===== config.mk =====
export PLATFORM = sky130hd
export DESIGN_NAME = dsm_ds3_sts1_mapper
export DESIGN_NICKNAME = d
export VERILOG_FILES = /design/src/hdl/dsm_pkg.sv /design/src/hdl/dsm_slot_class.sv /design/src/hdl/dsm_ds3_sts1_mapper.sv
export VERILOG_INCLUDE_DIRS = /design/src /design/src/hdl
export SDC_FILE = /design/constraint.sdc
export NUM_CORES = 1
export LEC_CHECK = 0
export ABC_CLOCK_PERIOD_IN_PS = 6400
export BUFFER_PORTS_ARGS = -buffer_cell sky130_fd_sc_hd__buf_4
export CAP_MARGIN = 20
export CORE_ASPECT_RATIO = 0.5
export CORE_UTILIZATION = 57
export DETAILED_ROUTE_END_ITERATION = 10
export PLACE_DENSITY = 0.75
export SYNTH_ARGS = -nofsm -noshare
export SYNTH_HDL_FRONTEND = slang
export SYNTH_SLANG_ARGS = --single-unit

===== constraint.sdc =====
create_clock -name clk -period 6.4 [get_ports clk]
set_clock_uncertainty 0.1 [all_clocks]
set_input_delay 1.28 -clock clk [delete_from_list [all_inputs] [get_ports clk]]
set_output_delay 1.28 -clock clk [all_outputs]
set_load 0.01 [all_outputs]

===== src/hdl/dsm_regs.svh =====
// constants for the ds3 to sts-1 payload envelope bit mapper
`ifndef DSM_REGS_SVH
`define DSM_REGS_SVH

// row geometry: payload bits per row after the path overhead byte
`define DSM_ROW_BITS      10'h2B0
`define DSM_ROW_LAST_POS  10'h2AF
`define DSM_POS_ZERO      10'h000
`define DSM_POS_ONE       10'h001
`define DSM_ROW_ZERO      4'h0
`define DSM_ROW_ONE       4'h1
`define DSM_ROW_LAST      4'h8

// slot positions inside one row
`define DSM_FIXED_A_HI    10'h007
`define DSM_COMM_LO       10'h008
`define DSM_COMM_HI       10'h009
`define DSM_FIXED_B_HI    10'h00C
`define DSM_CTRL_FIRST    10'h00D
`define DSM_CTRL_STRIDE   10'h07D
`define DSM_CTRL_SPAN     10'h271
`define DSM_DATA_LAST     10'h27E
`define DSM_OPP_POS       10'h27F

// rows whose opportunity bit carries data in nominal mode
`define DSM_NOM_ROW_A     4'h2
`define DSM_NOM_ROW_B     4'h5
`define DSM_NOM_ROW_C     4'h8

// elastic bit store on the mapping side
`define DSM_STORE_DEPTH   7'h40
`define DSM_STORE_LAST    6'h3F
`define DSM_PTR_ZERO      7'h00
`define DSM_PTR_ONE       7'h01
`define DSM_FILL_THRESH   7'h20

// control bit vote
`define DSM_VOTE_ZERO     3'h0
`define DSM_VOTE_ONE      3'h1
`define DSM_VOTE_MAJ      3'h3
`define DSM_VOTE_ALL      3'h5

// envelope bit counters
`define DSM_CNT_ZERO      13'h0000
`define DSM_CNT_ONE       13'h0001

`endif


===== src/hdl/dsm_pkg.sv =====
// types shared by the ds3 to sts-1 mapper files
`default_nettype none
package dsm_pkg;

	typedef enum logic [2:0]
	{
		DSM_FIXED,
		DSM_COMM,
		DSM_CTRL,
		DSM_DATA,
		DSM_OPP
	} dsm_slot_t;

endpackage

`default_nettype wire


===== src/hdl/dsm_slot_class.sv =====
// classifies a payload bit position of a row into its slot kind
`timescale 1ns/100ps
`default_nettype none
`include "dsm_regs.svh"

module dsm_slot_class
(
	input  wire logic [9:0]        slot_pos,
	output var dsm_pkg::dsm_slot_t slot_kind,
	output logic                   slot_comm_idx
);

	//////////////////////////////////////////////////////////////////////
	// fixed ordering of slots within a row
	function automatic dsm_pkg::dsm_slot_t classify(input logic [9:0] pos);
		logic [9:0] rel;
		rel = pos - `DSM_CTRL_FIRST;
		if (pos <= `DSM_FIXED_A_HI)
			classify = dsm_pkg::DSM_FIXED;
		else if (pos <= `DSM_COMM_HI)
			classify = dsm_pkg::DSM_COMM;
		else if (pos <= `DSM_FIXED_B_HI)
			classify = dsm_pkg::DSM_FIXED;
		else if (pos <= `DSM_DATA_LAST)
		begin
			if ((rel % `DSM_CTRL_STRIDE) == `DSM_POS_ZERO &&
			    rel < `DSM_CTRL_SPAN)
				classify = dsm_pkg::DSM_CTRL;
			else
				classify = dsm_pkg::DSM_DATA;
		end
		else if (pos == `DSM_OPP_POS)
			classify = dsm_pkg::DSM_OPP;
		else
			classify = dsm_pkg::DSM_FIXED;
	endfunction

	//////////////////////////////////////////////////////////////////////
	// outputs
	assign slot_kind     = classify(slot_pos);
	assign slot_comm_idx = (slot_pos == `DSM_COMM_HI);

endmodule // dsm_slot_class

`default_nettype wire


===== src/hdl/dsm_ds3_sts1_mapper.sv =====
// ds3 to sts-1 payload envelope bit mapper and demapper
// Notes on behaviour
// - every row holds 59 fixed filler bits
// - filler sent as zero, ignored on receive
// - 621 data bits per row, 5589 per envelope
// - framed ds3 overhead carried like any data
// - one opportunity bit per row, data or junk
// - five control bits per row flag opportunity
// - data opportunity: all control bits zero
// - junk opportunity: all control bits one
// - two communication bits per row, user exposed
// - row stuff decision from elastic store fill
// - envelope carries 5592 bits at nominal rate
// - nominal mode: rows 2,5,8 carry data
// - demapper emits data plus flagged opportunities
`timescale 1ns/100ps
`default_nettype none
`include "dsm_regs.svh"

module dsm_ds3_sts1_mapper
(
	input  wire logic              clk,
	input  wire logic              arst_n,
	input  wire logic              tx_ds3_data,
	input  wire logic              tx_ds3_valid,
	output logic                   tx_ds3_ready,
	input  wire logic              tx_nominal,
	input  wire logic [1:0]        tx_comm,
	input  wire logic              tx_spe_strobe,
	input  wire logic              tx_spe_first,
	output logic                   tx_spe_bit,
	output logic                   tx_spe_bit_valid,
	output logic                   tx_slip,
	output logic [12:0]            tx_envelope_bits,
	input  wire logic              rx_spe_strobe,
	input  wire logic              rx_spe_first,
	input  wire logic              rx_spe_bit,
	output logic                   rx_ds3_data,
	output logic                   rx_ds3_valid,
	output logic [1:0]             rx_comm,
	output logic                   rx_ctrl_err,
	output logic [12:0]            rx_envelope_bits
);

	//////////////////////////////////////////////////////////////////////
	// mapping side declarations
	logic [9:0]                    tx_pos;
	logic [3:0]                    tx_row;
	logic                          tx_opp_data;
	logic [6:0]                    tx_wr_ptr;
	logic [6:0]                    tx_rd_ptr;
	logic [12:0]                   tx_env_cnt;
	logic                          tx_store [0:`DSM_STORE_LAST];
	wire                           tx_first_now;
	wire  [9:0]                    tx_cur_pos;
	wire  [3:0]                    tx_cur_row;
	wire  [9:0]                    next_tx_pos;
	wire  [3:0]                    next_tx_row;
	wire                           tx_row_end;
	wire                           tx_env_end;
	wire                           tx_row_begin;
	dsm_pkg::dsm_slot_t            tx_kind;
	wire                           tx_comm_idx;
	wire  [6:0]                    tx_fill;
	wire                           tx_full;
	wire                           tx_empty;
	wire                           tx_wr;
	wire                           tx_take;
	wire                           tx_rd;
	wire                           tx_underflow;
	wire                           tx_nom_row;
	wire                           next_tx_opp_data;
	wire                           tx_store_bit;
	wire                           tx_payload_bit;
	wire                           next_tx_spe_bit;
	wire  [12:0]                   tx_cnt_base;
	wire  [12:0]                   next_tx_env_cnt;
	//////////////////////////////////////////////////////////////////////
	// mapping side position tracking
	assign tx_first_now = tx_spe_strobe & tx_spe_first;
	assign tx_cur_pos   = tx_first_now ? `DSM_POS_ZERO : tx_pos;
	assign tx_cur_row   = tx_first_now ? `DSM_ROW_ZERO : tx_row;
	assign tx_row_end   = (tx_cur_pos == `DSM_ROW_LAST_POS);
	assign tx_env_end   = tx_spe_strobe & tx_row_end &
	                      (tx_cur_row == `DSM_ROW_LAST);
	assign tx_row_begin = tx_spe_strobe & (tx_cur_pos == `DSM_POS_ZERO);
	assign next_tx_pos  = tx_row_end ? `DSM_POS_ZERO
	                                 : tx_cur_pos + `DSM_POS_ONE;
	assign next_tx_row  = !tx_row_end ? tx_cur_row
	                    : (tx_cur_row == `DSM_ROW_LAST) ? `DSM_ROW_ZERO
	                    : tx_cur_row + `DSM_ROW_ONE;
	dsm_slot_class u_tx_class
	(
		.slot_pos      (tx_cur_pos),
		.slot_kind     (tx_kind),
		.slot_comm_idx (tx_comm_idx)
	);
	//////////////////////////////////////////////////////////////////////
	// elastic bit store between ds3 source and envelope slots
	assign tx_fill      = tx_wr_ptr - tx_rd_ptr;
	assign tx_full      = (tx_fill == `DSM_STORE_DEPTH);
	assign tx_empty     = (tx_fill == `DSM_PTR_ZERO);
	assign tx_ds3_ready = ~tx_full;
	assign tx_wr        = tx_ds3_valid & ~tx_full;
	assign tx_take      = tx_spe_strobe &
	                      ((tx_kind == dsm_pkg::DSM_DATA) |
	                       ((tx_kind == dsm_pkg::DSM_OPP) &
	                        tx_opp_data));
	assign tx_rd        = tx_take & ~tx_empty;
	assign tx_underflow = tx_take & tx_empty;
	assign tx_store_bit = tx_store[tx_rd_ptr[5:0]];
	//////////////////////////////////////////////////////////////////////
	// per-row justification decision
	assign tx_nom_row = (tx_cur_row == `DSM_NOM_ROW_A) |
	                    (tx_cur_row == `DSM_NOM_ROW_B) |
	                    (tx_cur_row == `DSM_NOM_ROW_C);
	assign next_tx_opp_data = tx_nominal ? tx_nom_row
	                        : (tx_fill >= `DSM_FILL_THRESH);

	//////////////////////////////////////////////////////////////////////
	// outgoing slot selection
	assign tx_payload_bit  = tx_take & ~tx_empty & tx_store_bit;
	assign next_tx_spe_bit =
		(tx_kind == dsm_pkg::DSM_FIXED) ? 1'b0 :
		(tx_kind == dsm_pkg::DSM_COMM)  ? tx_comm[tx_comm_idx] :
		(tx_kind == dsm_pkg::DSM_CTRL)  ? ~tx_opp_data :
		tx_payload_bit;

	//////////////////////////////////////////////////////////////////////
	// envelope bit count
	assign tx_cnt_base     = tx_first_now ? `DSM_CNT_ZERO : tx_env_cnt;
	assign next_tx_env_cnt = tx_cnt_base +
	                         (tx_take ? `DSM_CNT_ONE : `DSM_CNT_ZERO);

	//////////////////////////////////////////////////////////////////////
	// mapping side registers
	always_ff @(posedge clk or negedge arst_n)
	begin
		if (!arst_n)
		begin
			tx_pos <= `DSM_POS_ZERO;
			tx_row <= `DSM_ROW_ZERO;
		end
		else if (tx_spe_strobe)
		begin
			tx_pos <= next_tx_pos;
			tx_row <= next_tx_row;
		end
	end
	always_ff @(posedge clk or negedge arst_n)
	begin
		if (!arst_n)
			tx_opp_data <= 1'b0;
		else if (tx_row_begin)
			tx_opp_data <= next_tx_opp_data;
	end

	always_ff @(posedge clk or negedge arst_n)
	begin
		if (!arst_n)
		begin
			tx_wr_ptr <= `DSM_PTR_ZERO;
			tx_rd_ptr <= `DSM_PTR_ZERO;
		end
		else
		begin
			if (tx_wr)
				tx_wr_ptr <= tx_wr_ptr + `DSM_PTR_ONE;
			if (tx_rd)
				tx_rd_ptr <= tx_rd_ptr + `DSM_PTR_ONE;
		end
	end
	always_ff @(posedge clk)
	begin
		if (tx_wr)
			tx_store[tx_wr_ptr[5:0]] <= tx_ds3_data;
	end
	always_ff @(posedge clk or negedge arst_n)
	begin
		if (!arst_n)
		begin
			tx_spe_bit       <= 1'b0;
			tx_spe_bit_valid <= 1'b0;
			tx_slip          <= 1'b0;
		end
		else
		begin
			tx_spe_bit       <= tx_spe_strobe & next_tx_spe_bit;
			tx_spe_bit_valid <= tx_spe_strobe;
			tx_slip          <= tx_underflow;
		end
	end
	always_ff @(posedge clk or negedge arst_n)
	begin
		if (!arst_n)
		begin
			tx_env_cnt       <= `DSM_CNT_ZERO;
			tx_envelope_bits <= `DSM_CNT_ZERO;
		end
		else if (tx_spe_strobe)
		begin
			tx_env_cnt <= tx_env_end ? `DSM_CNT_ZERO : next_tx_env_cnt;
			if (tx_env_end)
				tx_envelope_bits <= next_tx_env_cnt;
		end
	end

	//////////////////////////////////////////////////////////////////////
	// demapping side declarations
	logic [9:0]                    rx_pos;
	logic [3:0]                    rx_row;
	logic [2:0]                    rx_ones;
	logic [12:0]                   rx_env_cnt;
	wire                           rx_first_now;
	wire  [9:0]                    rx_cur_pos;
	wire  [3:0]                    rx_cur_row;
	wire  [9:0]                    next_rx_pos;
	wire  [3:0]                    next_rx_row;
	wire                           rx_row_end;
	wire                           rx_env_end;
	wire                           rx_row_begin;
	dsm_pkg::dsm_slot_t            rx_kind;
	wire                           rx_comm_idx;
	wire  [2:0]                    rx_ones_base;
	wire  [2:0]                    next_rx_ones;
	wire                           rx_is_opp;
	wire                           rx_opp_junk;
	wire                           rx_vote_split;
	wire                           rx_emit;
	wire  [12:0]                   rx_cnt_base;
	wire  [12:0]                   next_rx_env_cnt;
	//////////////////////////////////////////////////////////////////////
	// demapping side position tracking
	assign rx_first_now = rx_spe_strobe & rx_spe_first;
	assign rx_cur_pos   = rx_first_now ? `DSM_POS_ZERO : rx_pos;
	assign rx_cur_row   = rx_first_now ? `DSM_ROW_ZERO : rx_row;
	assign rx_row_end   = (rx_cur_pos == `DSM_ROW_LAST_POS);
	assign rx_env_end   = rx_spe_strobe & rx_row_end &
	                      (rx_cur_row == `DSM_ROW_LAST);
	assign rx_row_begin = rx_spe_strobe & (rx_cur_pos == `DSM_POS_ZERO);
	assign next_rx_pos  = rx_row_end ? `DSM_POS_ZERO
	                                 : rx_cur_pos + `DSM_POS_ONE;
	assign next_rx_row  = !rx_row_end ? rx_cur_row
	                    : (rx_cur_row == `DSM_ROW_LAST) ? `DSM_ROW_ZERO
	                    : rx_cur_row + `DSM_ROW_ONE;
	dsm_slot_class u_rx_class
	(
		.slot_pos      (rx_cur_pos),
		.slot_kind     (rx_kind),
		.slot_comm_idx (rx_comm_idx)
	);
	//////////////////////////////////////////////////////////////////////
	// control bit vote and extraction
	assign rx_ones_base  = rx_row_begin ? `DSM_VOTE_ZERO : rx_ones;
	assign next_rx_ones  = rx_ones_base +
	                       ((rx_spe_strobe & rx_spe_bit &
	                         (rx_kind == dsm_pkg::DSM_CTRL))
	                        ? `DSM_VOTE_ONE : `DSM_VOTE_ZERO);
	assign rx_is_opp     = rx_spe_strobe & (rx_kind == dsm_pkg::DSM_OPP);
	assign rx_opp_junk   = (rx_ones >= `DSM_VOTE_MAJ);
	assign rx_vote_split = (rx_ones != `DSM_VOTE_ZERO) &
	                       (rx_ones != `DSM_VOTE_ALL);
	assign rx_emit       = rx_spe_strobe &
	                       ((rx_kind == dsm_pkg::DSM_DATA) |
	                        ((rx_kind == dsm_pkg::DSM_OPP) &
	                         ~rx_opp_junk));
	assign rx_cnt_base     = rx_first_now ? `DSM_CNT_ZERO : rx_env_cnt;
	assign next_rx_env_cnt = rx_cnt_base +
	                         (rx_emit ? `DSM_CNT_ONE : `DSM_CNT_ZERO);

	//////////////////////////////////////////////////////////////////////
	// demapping side registers
	always_ff @(posedge clk or negedge arst_n)
	begin
		if (!arst_n)
		begin
			rx_pos <= `DSM_POS_ZERO;
			rx_row <= `DSM_ROW_ZERO;
		end
		else if (rx_spe_strobe)
		begin
			rx_pos <= next_rx_pos;
			rx_row <= next_rx_row;
		end
	end
	always_ff @(posedge clk or negedge arst_n)
	begin
		if (!arst_n)
			rx_ones <= `DSM_VOTE_ZERO;
		else if (rx_spe_strobe)
			rx_ones <= next_rx_ones;
	end

	always_ff @(posedge clk or negedge arst_n)
	begin
		if (!arst_n)
		begin
			rx_ds3_data  <= 1'b0;
			rx_ds3_valid <= 1'b0;
			rx_ctrl_err  <= 1'b0;
		end
		else
		begin
			rx_ds3_valid <= rx_emit;
			rx_ctrl_err  <= rx_is_opp & rx_vote_split;
			if (rx_emit)
				rx_ds3_data <= rx_spe_bit;
		end
	end

	always_ff @(posedge clk or negedge arst_n)
	begin
		if (!arst_n)
			rx_comm <= 2'h0;
		else if (rx_spe_strobe && rx_kind == dsm_pkg::DSM_COMM)
			rx_comm[rx_comm_idx] <= rx_spe_bit;
	end

	always_ff @(posedge clk or negedge arst_n)
	begin
		if (!arst_n)
		begin
			rx_env_cnt       <= `DSM_CNT_ZERO;
			rx_envelope_bits <= `DSM_CNT_ZERO;
		end
		else if (rx_spe_strobe)
		begin
			rx_env_cnt <= rx_env_end ? `DSM_CNT_ZERO : next_rx_env_cnt;
			if (rx_env_end)
				rx_envelope_bits <= next_rx_env_cnt;
		end
	end

endmodule // dsm_ds3_sts1_mapper

`default_nettype wire


# After elaboration in Yosys (flattened, before gate mapping)
# Memories as Yosys holds them, arrays and structs flattened.
# Cells that the tools add are included.
dict set report word_totals {
  reg_bits 106
  mem_bits_rw 64
  inputBits 12
  output_inout_bits 35
  wordCells 153
  n_memories 1
}
dict set report op_classes {
  addsub 12
  n_div 2
  order_cmp 15
  n_eq_ne 20
  muxes 41
  bitwise 30
  reduce_logical 13
}
# name words word_bits rd rd_clocked_by_memory_dff wr line
set memory_table {}
lappend memory_table {tx_store 64 1 1 0 1 dsm_ds3_sts1_mapper.sv:53} ;# logic tx_store [0:`DSM_STORE_LAST];
# op count
set op_table {}
lappend op_table {{2-to-1 mux 13 bit} 4}
lappend op_table {{== test 10 bit (second input constant)} 4}
lappend op_table {{less-or-equal comparator 10 x 4 -> 1 bit (second input constant)} 4}
lappend op_table {{zero test 10 bit} 4}
lappend op_table {{2-to-1 mux 10 bit} 4}
lappend op_table {{2-to-1 mux 3 bit} 11}
lappend op_table {{adder 13 x 1 -> 13 bit} 2}
lappend op_table {{2-to-1 mux 4 bit} 6}
lappend op_table {{bitwise AND 1 bit} 22}
lappend op_table {{adder 10 x 1 -> 10 bit (second input constant)} 2}
lappend op_table {{== test 10 x 4 -> 1 bit (second input constant)} 2}
lappend op_table {{less-or-equal comparator 10 bit (second input constant)} 2}
lappend op_table {{less-or-equal comparator 10 x 3 -> 1 bit (second input constant)} 2}
lappend op_table {{less-than comparator 10 bit (second input constant)} 2}
lappend op_table {{modulo 10 x 7 -> 10 bit (second input constant)} 2}
lappend op_table {{subtractor 10 x 4 -> 10 bit (second input constant)} 2}
lappend op_table {{adder 7 x 1 -> 7 bit (second input constant)} 2}
lappend op_table {{2-to-1 mux 1 bit} 14}
lappend op_table {{== test 3 x 2 -> 1 bit (second input constant)} 4}
lappend op_table {{adder 4 x 1 -> 4 bit (second input constant)} 2}
lappend op_table {{== test 4 bit (second input constant)} 2}
lappend op_table {{== test 7 bit (second input constant)} 1}
lappend op_table {{greater-or-equal comparator 7 x 6 -> 1 bit (second input constant)} 1}
lappend op_table {{zero test 7 bit} 1}
lappend op_table {{other kinds (18)} 31}

# Depth between registers and ports, before layout
dict set report depth {
  ltp_word 21
  ltp_mapped 35
}

# Modules after synthesis
# A second synthesis with hierarchy kept.
dict set report unflattened {
  cells_unflattened 1333
  hier_area_um2 12298.0
}
# mod instances cells_per_inst area_per_inst_um2
set modules_own_cells {}
lappend modules_own_cells {dsm_ds3_sts1_mapper 1 857 8979.9}
lappend modules_own_cells {{dsm_slot_class at u_tx_class} 1 241 1662.8}
lappend modules_own_cells {{dsm_slot_class at u_rx_class} 1 235 1655.3}

# Least setup slack after synthesis
# Ideal clock, no wire load.
dict set report synth_path {
  path_type {input to register}
  from {input tx_spe_strobe}
  to {register tx_envelope_bits[12]}
  setup_time_ps 83
  arrival_time_ps 8475
  required_ps 6217
  setup_slack_ps -2258
  cell_stages 35
  n_path_buf 5
  cell_sequence {clkbuf_1 nand2_1 clkbuf_1 buf_1 clkbuf_1 and2_1 inv_1 ha_1 and3b_1 clkbuf_1 mux2_2 a31oi_1 o21ai_0 a221oi_2 a2bb2oi_1 a21o_1 nand2_1 xnor2_1 ha_1 nor2b_1 a21oi_1 a41oi_1 nand4b_1 a22oi_1 a22oi_2 nand2_1 inv_1 ha_1 ha_1 nand4_1 nor4_1 nand3_1 xnor2_1 nand2_1 o21ai_0}
}
dict set report synth_between {
  elab_chain_len 17
  elab_cells_between_ends 32
  classes_between {add/sub: 2; div: 1; order compare: 5; eq/ne: 5; mux: 10; bitwise: 6; reduce/logical: 3}
}
# element line
set synth_rtl {}
lappend synth_rtl {{start: declaration} dsm_ds3_sts1_mapper.sv:29} ;# input wire logic tx_spe_strobe,
lappend synth_rtl {{bitwise AND 1 bit} dsm_ds3_sts1_mapper.sv:80} ;# assign tx_first_now = tx_spe_strobe & tx_spe_first;
lappend synth_rtl {{2-to-1 mux 10 bit} dsm_ds3_sts1_mapper.sv:81} ;# assign tx_cur_pos = tx_first_now ? `DSM_POS_ZERO : tx_pos;
lappend synth_rtl {{subtractor 10 x 4 -> 10 bit (no line)} n/a}
lappend synth_rtl {{modulo 10 x 7 -> 10 bit (no line)} n/a}
lappend synth_rtl {{zero test 10 bit (no line)} n/a}
lappend synth_rtl {{logical AND 1 bit (no line)} n/a}
lappend synth_rtl {{2-to-1 mux 1 bit} dsm_slot_class.sv:26} ;# if ((rel % `DSM_CTRL_STRIDE) == `DSM_POS_ZERO &&
lappend synth_rtl {{2-to-1 mux 3 bit} dsm_slot_class.sv:24} ;# else if (pos <= `DSM_DATA_LAST)
lappend synth_rtl {{2-to-1 mux 3 bit} dsm_slot_class.sv:22} ;# else if (pos <= `DSM_FIXED_B_HI)
lappend synth_rtl {{2-to-1 mux 3 bit} dsm_slot_class.sv:20} ;# else if (pos <= `DSM_COMM_HI)
lappend synth_rtl {{2-to-1 mux 3 bit} dsm_slot_class.sv:18} ;# if (pos <= `DSM_FIXED_A_HI)
lappend synth_rtl {{== test 3 bit} dsm_ds3_sts1_mapper.sv:107} ;# ((tx_kind == dsm_pkg::DSM_OPP) &
lappend synth_rtl {{bitwise AND 1 bit} dsm_ds3_sts1_mapper.sv:107}
lappend synth_rtl {{OR 1 bit} dsm_ds3_sts1_mapper.sv:106} ;# ((tx_kind == dsm_pkg::DSM_DATA) |
lappend synth_rtl {{bitwise AND 1 bit} dsm_ds3_sts1_mapper.sv:105} ;# assign tx_take = tx_spe_strobe &
lappend synth_rtl {{2-to-1 mux 1 bit (no line)} n/a}
lappend synth_rtl {{adder 13 x 1 -> 13 bit} dsm_ds3_sts1_mapper.sv:132} ;# assign next_tx_env_cnt = tx_cnt_base +
lappend synth_rtl {{end signal: assignment} dsm_ds3_sts1_mapper.sv:198} ;# tx_envelope_bits <= `DSM_CNT_ZERO;
lappend synth_rtl {{end signal: assignment} dsm_ds3_sts1_mapper.sv:204} ;# tx_envelope_bits <= next_tx_env_cnt;
lappend synth_rtl {{end: declaration} dsm_ds3_sts1_mapper.sv:34} ;# output logic [12:0] tx_envelope_bits,
# Several ways; a longest one is shown, not always the timed one.
# A chain may end at the register's enable or synchronous reset.

# Worst setup path after layout
dict set report layout_path {
  from {input rx_spe_first}
  to {register rx_env_cnt[12]}
}
dict set report layout_between {
  elab_chain_len 18
  elab_cells_between_ends 32
  classes_between {add/sub: 2; div: 1; order compare: 5; eq/ne: 5; mux: 11; bitwise: 6; reduce/logical: 2}
}
# element line
set layout_rtl {}
lappend layout_rtl {{start: declaration} dsm_ds3_sts1_mapper.sv:36} ;# input wire logic rx_spe_first,
lappend layout_rtl {{bitwise AND 1 bit *} dsm_ds3_sts1_mapper.sv:234} ;# assign rx_first_now = rx_spe_strobe & rx_spe_first;
lappend layout_rtl {{2-to-1 mux 10 bit *} dsm_ds3_sts1_mapper.sv:235} ;# assign rx_cur_pos = rx_first_now ? `DSM_POS_ZERO : rx_pos;
lappend layout_rtl {{subtractor 10 x 4 -> 10 bit (no line)} n/a}
lappend layout_rtl {{modulo 10 x 7 -> 10 bit (no line)} n/a}
lappend layout_rtl {{zero test 10 bit (no line)} n/a}
lappend layout_rtl {{logical AND 1 bit (no line)} n/a}
lappend layout_rtl {{2-to-1 mux 1 bit} dsm_slot_class.sv:26}
lappend layout_rtl {{2-to-1 mux 3 bit} dsm_slot_class.sv:24}
lappend layout_rtl {{[3 not listed]} n/a}
lappend layout_rtl {{== test 3 bit} dsm_ds3_sts1_mapper.sv:265} ;# ((rx_kind == dsm_pkg::DSM_OPP) &
lappend layout_rtl {{bitwise AND 1 bit} dsm_ds3_sts1_mapper.sv:265}
lappend layout_rtl {{OR 1 bit *} dsm_ds3_sts1_mapper.sv:264} ;# ((rx_kind == dsm_pkg::DSM_DATA) |
lappend layout_rtl {{bitwise AND 1 bit *} dsm_ds3_sts1_mapper.sv:263} ;# assign rx_emit = rx_spe_strobe &
lappend layout_rtl {{named net rx_emit} dsm_ds3_sts1_mapper.sv:229} ;# wire rx_emit;
lappend layout_rtl {{2-to-1 mux 1 bit (no line) *} n/a}
lappend layout_rtl {{adder 13 x 1 -> 13 bit *} dsm_ds3_sts1_mapper.sv:268} ;# assign next_rx_env_cnt = rx_cnt_base +
lappend layout_rtl {{2-to-1 mux 13 bit *} dsm_ds3_sts1_mapper.sv:328} ;# rx_env_cnt <= rx_env_end ? `DSM_CNT_ZERO : next_rx_env_cnt;
lappend layout_rtl {{end signal: assignment} dsm_ds3_sts1_mapper.sv:323} ;# rx_env_cnt <= `DSM_CNT_ZERO;
lappend layout_rtl {{end signal: assignment} dsm_ds3_sts1_mapper.sv:328}
lappend layout_rtl {{end: declaration} dsm_ds3_sts1_mapper.sv:213} ;# logic [12:0] rx_env_cnt;
# The timed path passes the listed nets; every way through them passes the cells marked *.

==> flow_summary.json <==
{
  "wl_um": 30900,
  "worst_pin_slew_ns": 0.952,
  "cp.arrival_ns": 6.62,
  "synth_top_flop_cell": "dfrtp_1",
  "crit_path_end_kind": "register",
  "ir_worst_vdd_mv": 0.356,
  "grt_usage_pct": 30.0,
  "final-setup-viol-count": 0,
  "slew_violations": 0,
  "reg2reg_slack_ns": 0.33,
  "cts_hold_buf": 0,
  "clkLatencyLatePin_ns": 0.45,
  "synth_nets": 1328,
  "critical-path-slowest-cell": "or4_4",
  "slowest_delay_ns": 0.42,
  "viasPerCell": 6.24,
  "fmax_mhz": 157,
  "cp.depth": 28,
  "cts_tree": "yes",
  "final_core_util_pct": 72.2,
  "rsz0062_at_grt": "yes",
  "crit_top_cell": "ha_4",
  "overflow": 0,
  "multi_input_area_um2": 7050,
  "cpLargestDelayFamily": "simple AND/OR/NAND/NOR gates",
  "numCtsBuffers": 17,
  "reg2reg_depth": 25,
  "grt_max_degree": 67,
  "drive_gt1_share_pct": 25.6,
  "num_vias": 10550,
  "hold_depth": 2,
  "synthToLayoutAreaGrowth_pct": 22.6,
  "path_buf_inv": 1,
  "hold_ws_ns": 0.380,
  "fill_cells": 1444,
  "syn_inst": 1279,
  "register_area_um2": 4570,
  "path_max_fanout": 5,
  "power_density_nw_per_um2": 368,
  "ant_nets": 0,
  "p_total_uw": 5240,
  "syn-cell-area_um2": 11600,
  "routabilityCongestion": 0.939,
  "rows": 36,
  "start_kind": "input pin",
  "dp_hpwl_um": 21900,
  "htree_levels": 4,
  "drc": 0,
  "firstDrtPassIters": 5,
  "synth_seq_cells": 170,
  "fp.dieH_um": 103,
  "post-route-period-util_pct": 99.4,
  "postSynthAreaPerCell_um2": 9.08,
  "drt_iter0_drc": 1023,
  "io_pins": 47,
  "cap_violations": 0,
  "period_needed_ns": 6.36,
  "synth_cell_type_count": 97,
  "clock-sinks": 170,
  "async_flop_share_pct": 62.4,
  "port_buffers": 46,
  "dieWidth_um": 204,
  "core_area_um2": 19700,
  "leakagePower_uw": 0.00572,
  "grt_pass1_wl_um": 49800,
  "clk_pin_slew_ns": 0.07,
  "critical_path_class": "in2reg",
  "clockBufferDepth": 2,
  "num_antenna_cells": 0,
  "slew_headroom_pct": 36.5,
  "fin_nets": 1462,
  "dieArea_um2": 21000,
  "hp-class": "reg2reg",
  "outcome": "finished, final reports clean",
  "antenna_found_initial": 0,
  "ys_warn_count": 0,
  "first_global_vias": 9989,
  "wire_per_inst_um": 18.3,
  "hold_violations": 0,
  "initial_core_util_pct": 58.9,
  "yosysSeqAreaShare_pct": 39.4,
  "synth-edff-count": 64,
  "cp.required_ns": 6.66,
  "cts_root_buf": "clkbuf_16"
}
worst min-delay path: cells and delay by family (launching register included):
family | cells | cell delay, ns
AOI/OAI and AO/OA | 1 | 0.05
DFF | 1 | 0.34
and+or+nand+nor | 1 | 0.05
through the flow:
step	setup WS, ns	cells	area [um^2]	TNS (ns)
4_1_cts	0.0145	1685	14000	0
2_1_floorplan	-0.765	1279	12100	-13.49
3_3_place_gp	-0.394	1651	13400	-2.78
5_1_grt	-0.159	1692	14200	-1.23
6_report	0.0405	1692	14200	0
3_5_place_dp	-0.554	1651	13400	-6.21
worst paths after layout:
check	end	from
worst max-delay path	rx_env_cnt[12]	rx_spe_first
worst min-delay path	tx_envelope_bits[3]	tx_envelope_bits[3]
worst max register to register	rx_env_cnt[12]	rx_pos[4]
worst min register to register	tx_envelope_bits[3]	tx_envelope_bits[3]
max in group asynchronous	rx_ctrl_err	arst_n
min in group asynchronous	tx_envelope_bits[6]	arst_n
report_power, final:
part | leakage (uW) | internal, uW | switching (uW)
clock network | 0.000292 | 655 | 451
logic | 0.00342 | 1290 | 1470
registers | 0.00201 | 1220 | 158
total | 0.00572 | 3160 | 2070
cell usage in the layout (no fill, tap or decap), types with 7 or more instances in the layout:
master     count
o2bb2ai_1     10
nand3b_1       7
a21oi_1       45
dfrtp_1      106
ha_1          28
edfxtp_1      64
o21ai_1       13
nand2_1      141
o22ai_1       23
mux2_2        19
xnor2_1       41
a21boi_0       7
mux4_2        21
buf_4        194
nand4_1       18
a21o_1        12
o31ai_1       13
nor3_1        29
o21a_1        11
nor4_1        15
nand3_1       68
mux2i_1        7
inv_1         41
nor2_1       123
a31oi_1       10
clkbuf_16     17
and2_1        12
xor2_1        14
and3_1        17
nand2b_1      12
o21ai_0       59
nor2b_1       12
or3_1          8
a32o_1         9
logic make-up (layout without fill, tap and decap cells):
group / Yosys count / count (layout) / synth area share (%)
AO/OA/AOI/OAI: 300 / 300 / 18.0
XOR/XNOR: 59 / 59 / 4.45
adder cells (fa/ha/maj): 37 / 37 / 3.98
buffers and inverters: 128 / 275 / 4.39
flip-flops: 170 / 170 / 39.4
multiplexers: 52 / 52 / 7.01
AND/OR/NAND/NOR: 533 / 533 / 22.8
final cells by class:
class	count	share of cell area, %
timing repair buffer	196	10.4
tap	266	2.34
sequential	170	32.1
inverter	47	1.27
multi-input combinational	981	49.5
clock inverter	14	1.37
clock buffer	18	3.01
registers in the layout, indices dropped and copies added, names as in the netlist, 2 cells and up:
signal and cells:
tx_rd_ptr 7, tx_env_cnt 13, tx_wr_ptr 7, rx_ones 3, tx_envelope_bits 13, rx_env_cnt 13
tx_pos 10, rx_pos 10, rx_row 4, rx_envelope_bits 13, tx_row 4, rx_comm 2
tx_store 64
Yosys cell counts (5+ instances only):
master	number	area share (%)
a211oi_1	7	0.45
a21boi_0	7	0.45
a21o_1	12	0.78
a21oi_1	48	2.1
a22oi_1	5	0.32
a31oi_1	12	0.65
a32o_1	9	0.78
and2_1	13	0.70
and3_1	18	0.97
and4_1	6	0.45
buf_1	9	0.29
buf_2	5	0.22
clkbuf_1	63	2.0
dfrtp_1	106	23
edfxtp_1	64	17
ha_1	37	4.0
inv_1	44	1.4
mux2_2	20	1.9
mux2i_1	9	0.78
mux4_2	21	4.1
nand2_1	149	4.8
nand2b_1	13	0.70
nand3_1	70	3.0
nand3b_1	7	0.45
nand4_1	18	0.97
nor2_1	126	4.1
nor2b_1	12	0.65
nor3_1	31	1.3
nor3b_1	7	0.45
nor4_1	18	0.97
o21a_1	12	0.78
o21ai_0	73	3.1
o22ai_1	23	1.2
o2bb2ai_1	10	0.75
o31ai_1	16	1.0
o41ai_1	5	0.38
or2_2	6	0.32
or3_1	8	0.43
or4_1	6	0.39
xnor2_1	44	3.3
xor2_1	15	1.1
routing by layer:
metal | track usage (%) | part of all wire [%]
met1 | 39.1 | 44
met3 | 5.56 | 5.4
met4 | 8.39 | 1.4
met2 | 51.6 | 49
met5 | 0 | 0
timing repair:
item | in CTS | in global routing
endpoints found under the setup margin | 4 | 20
setup buffers | 2 | 7
resized for setup | 2 | 37
pin swaps | 5 | 19
gates cloned | 0 | 0
(Power assumes the default switching activity.)
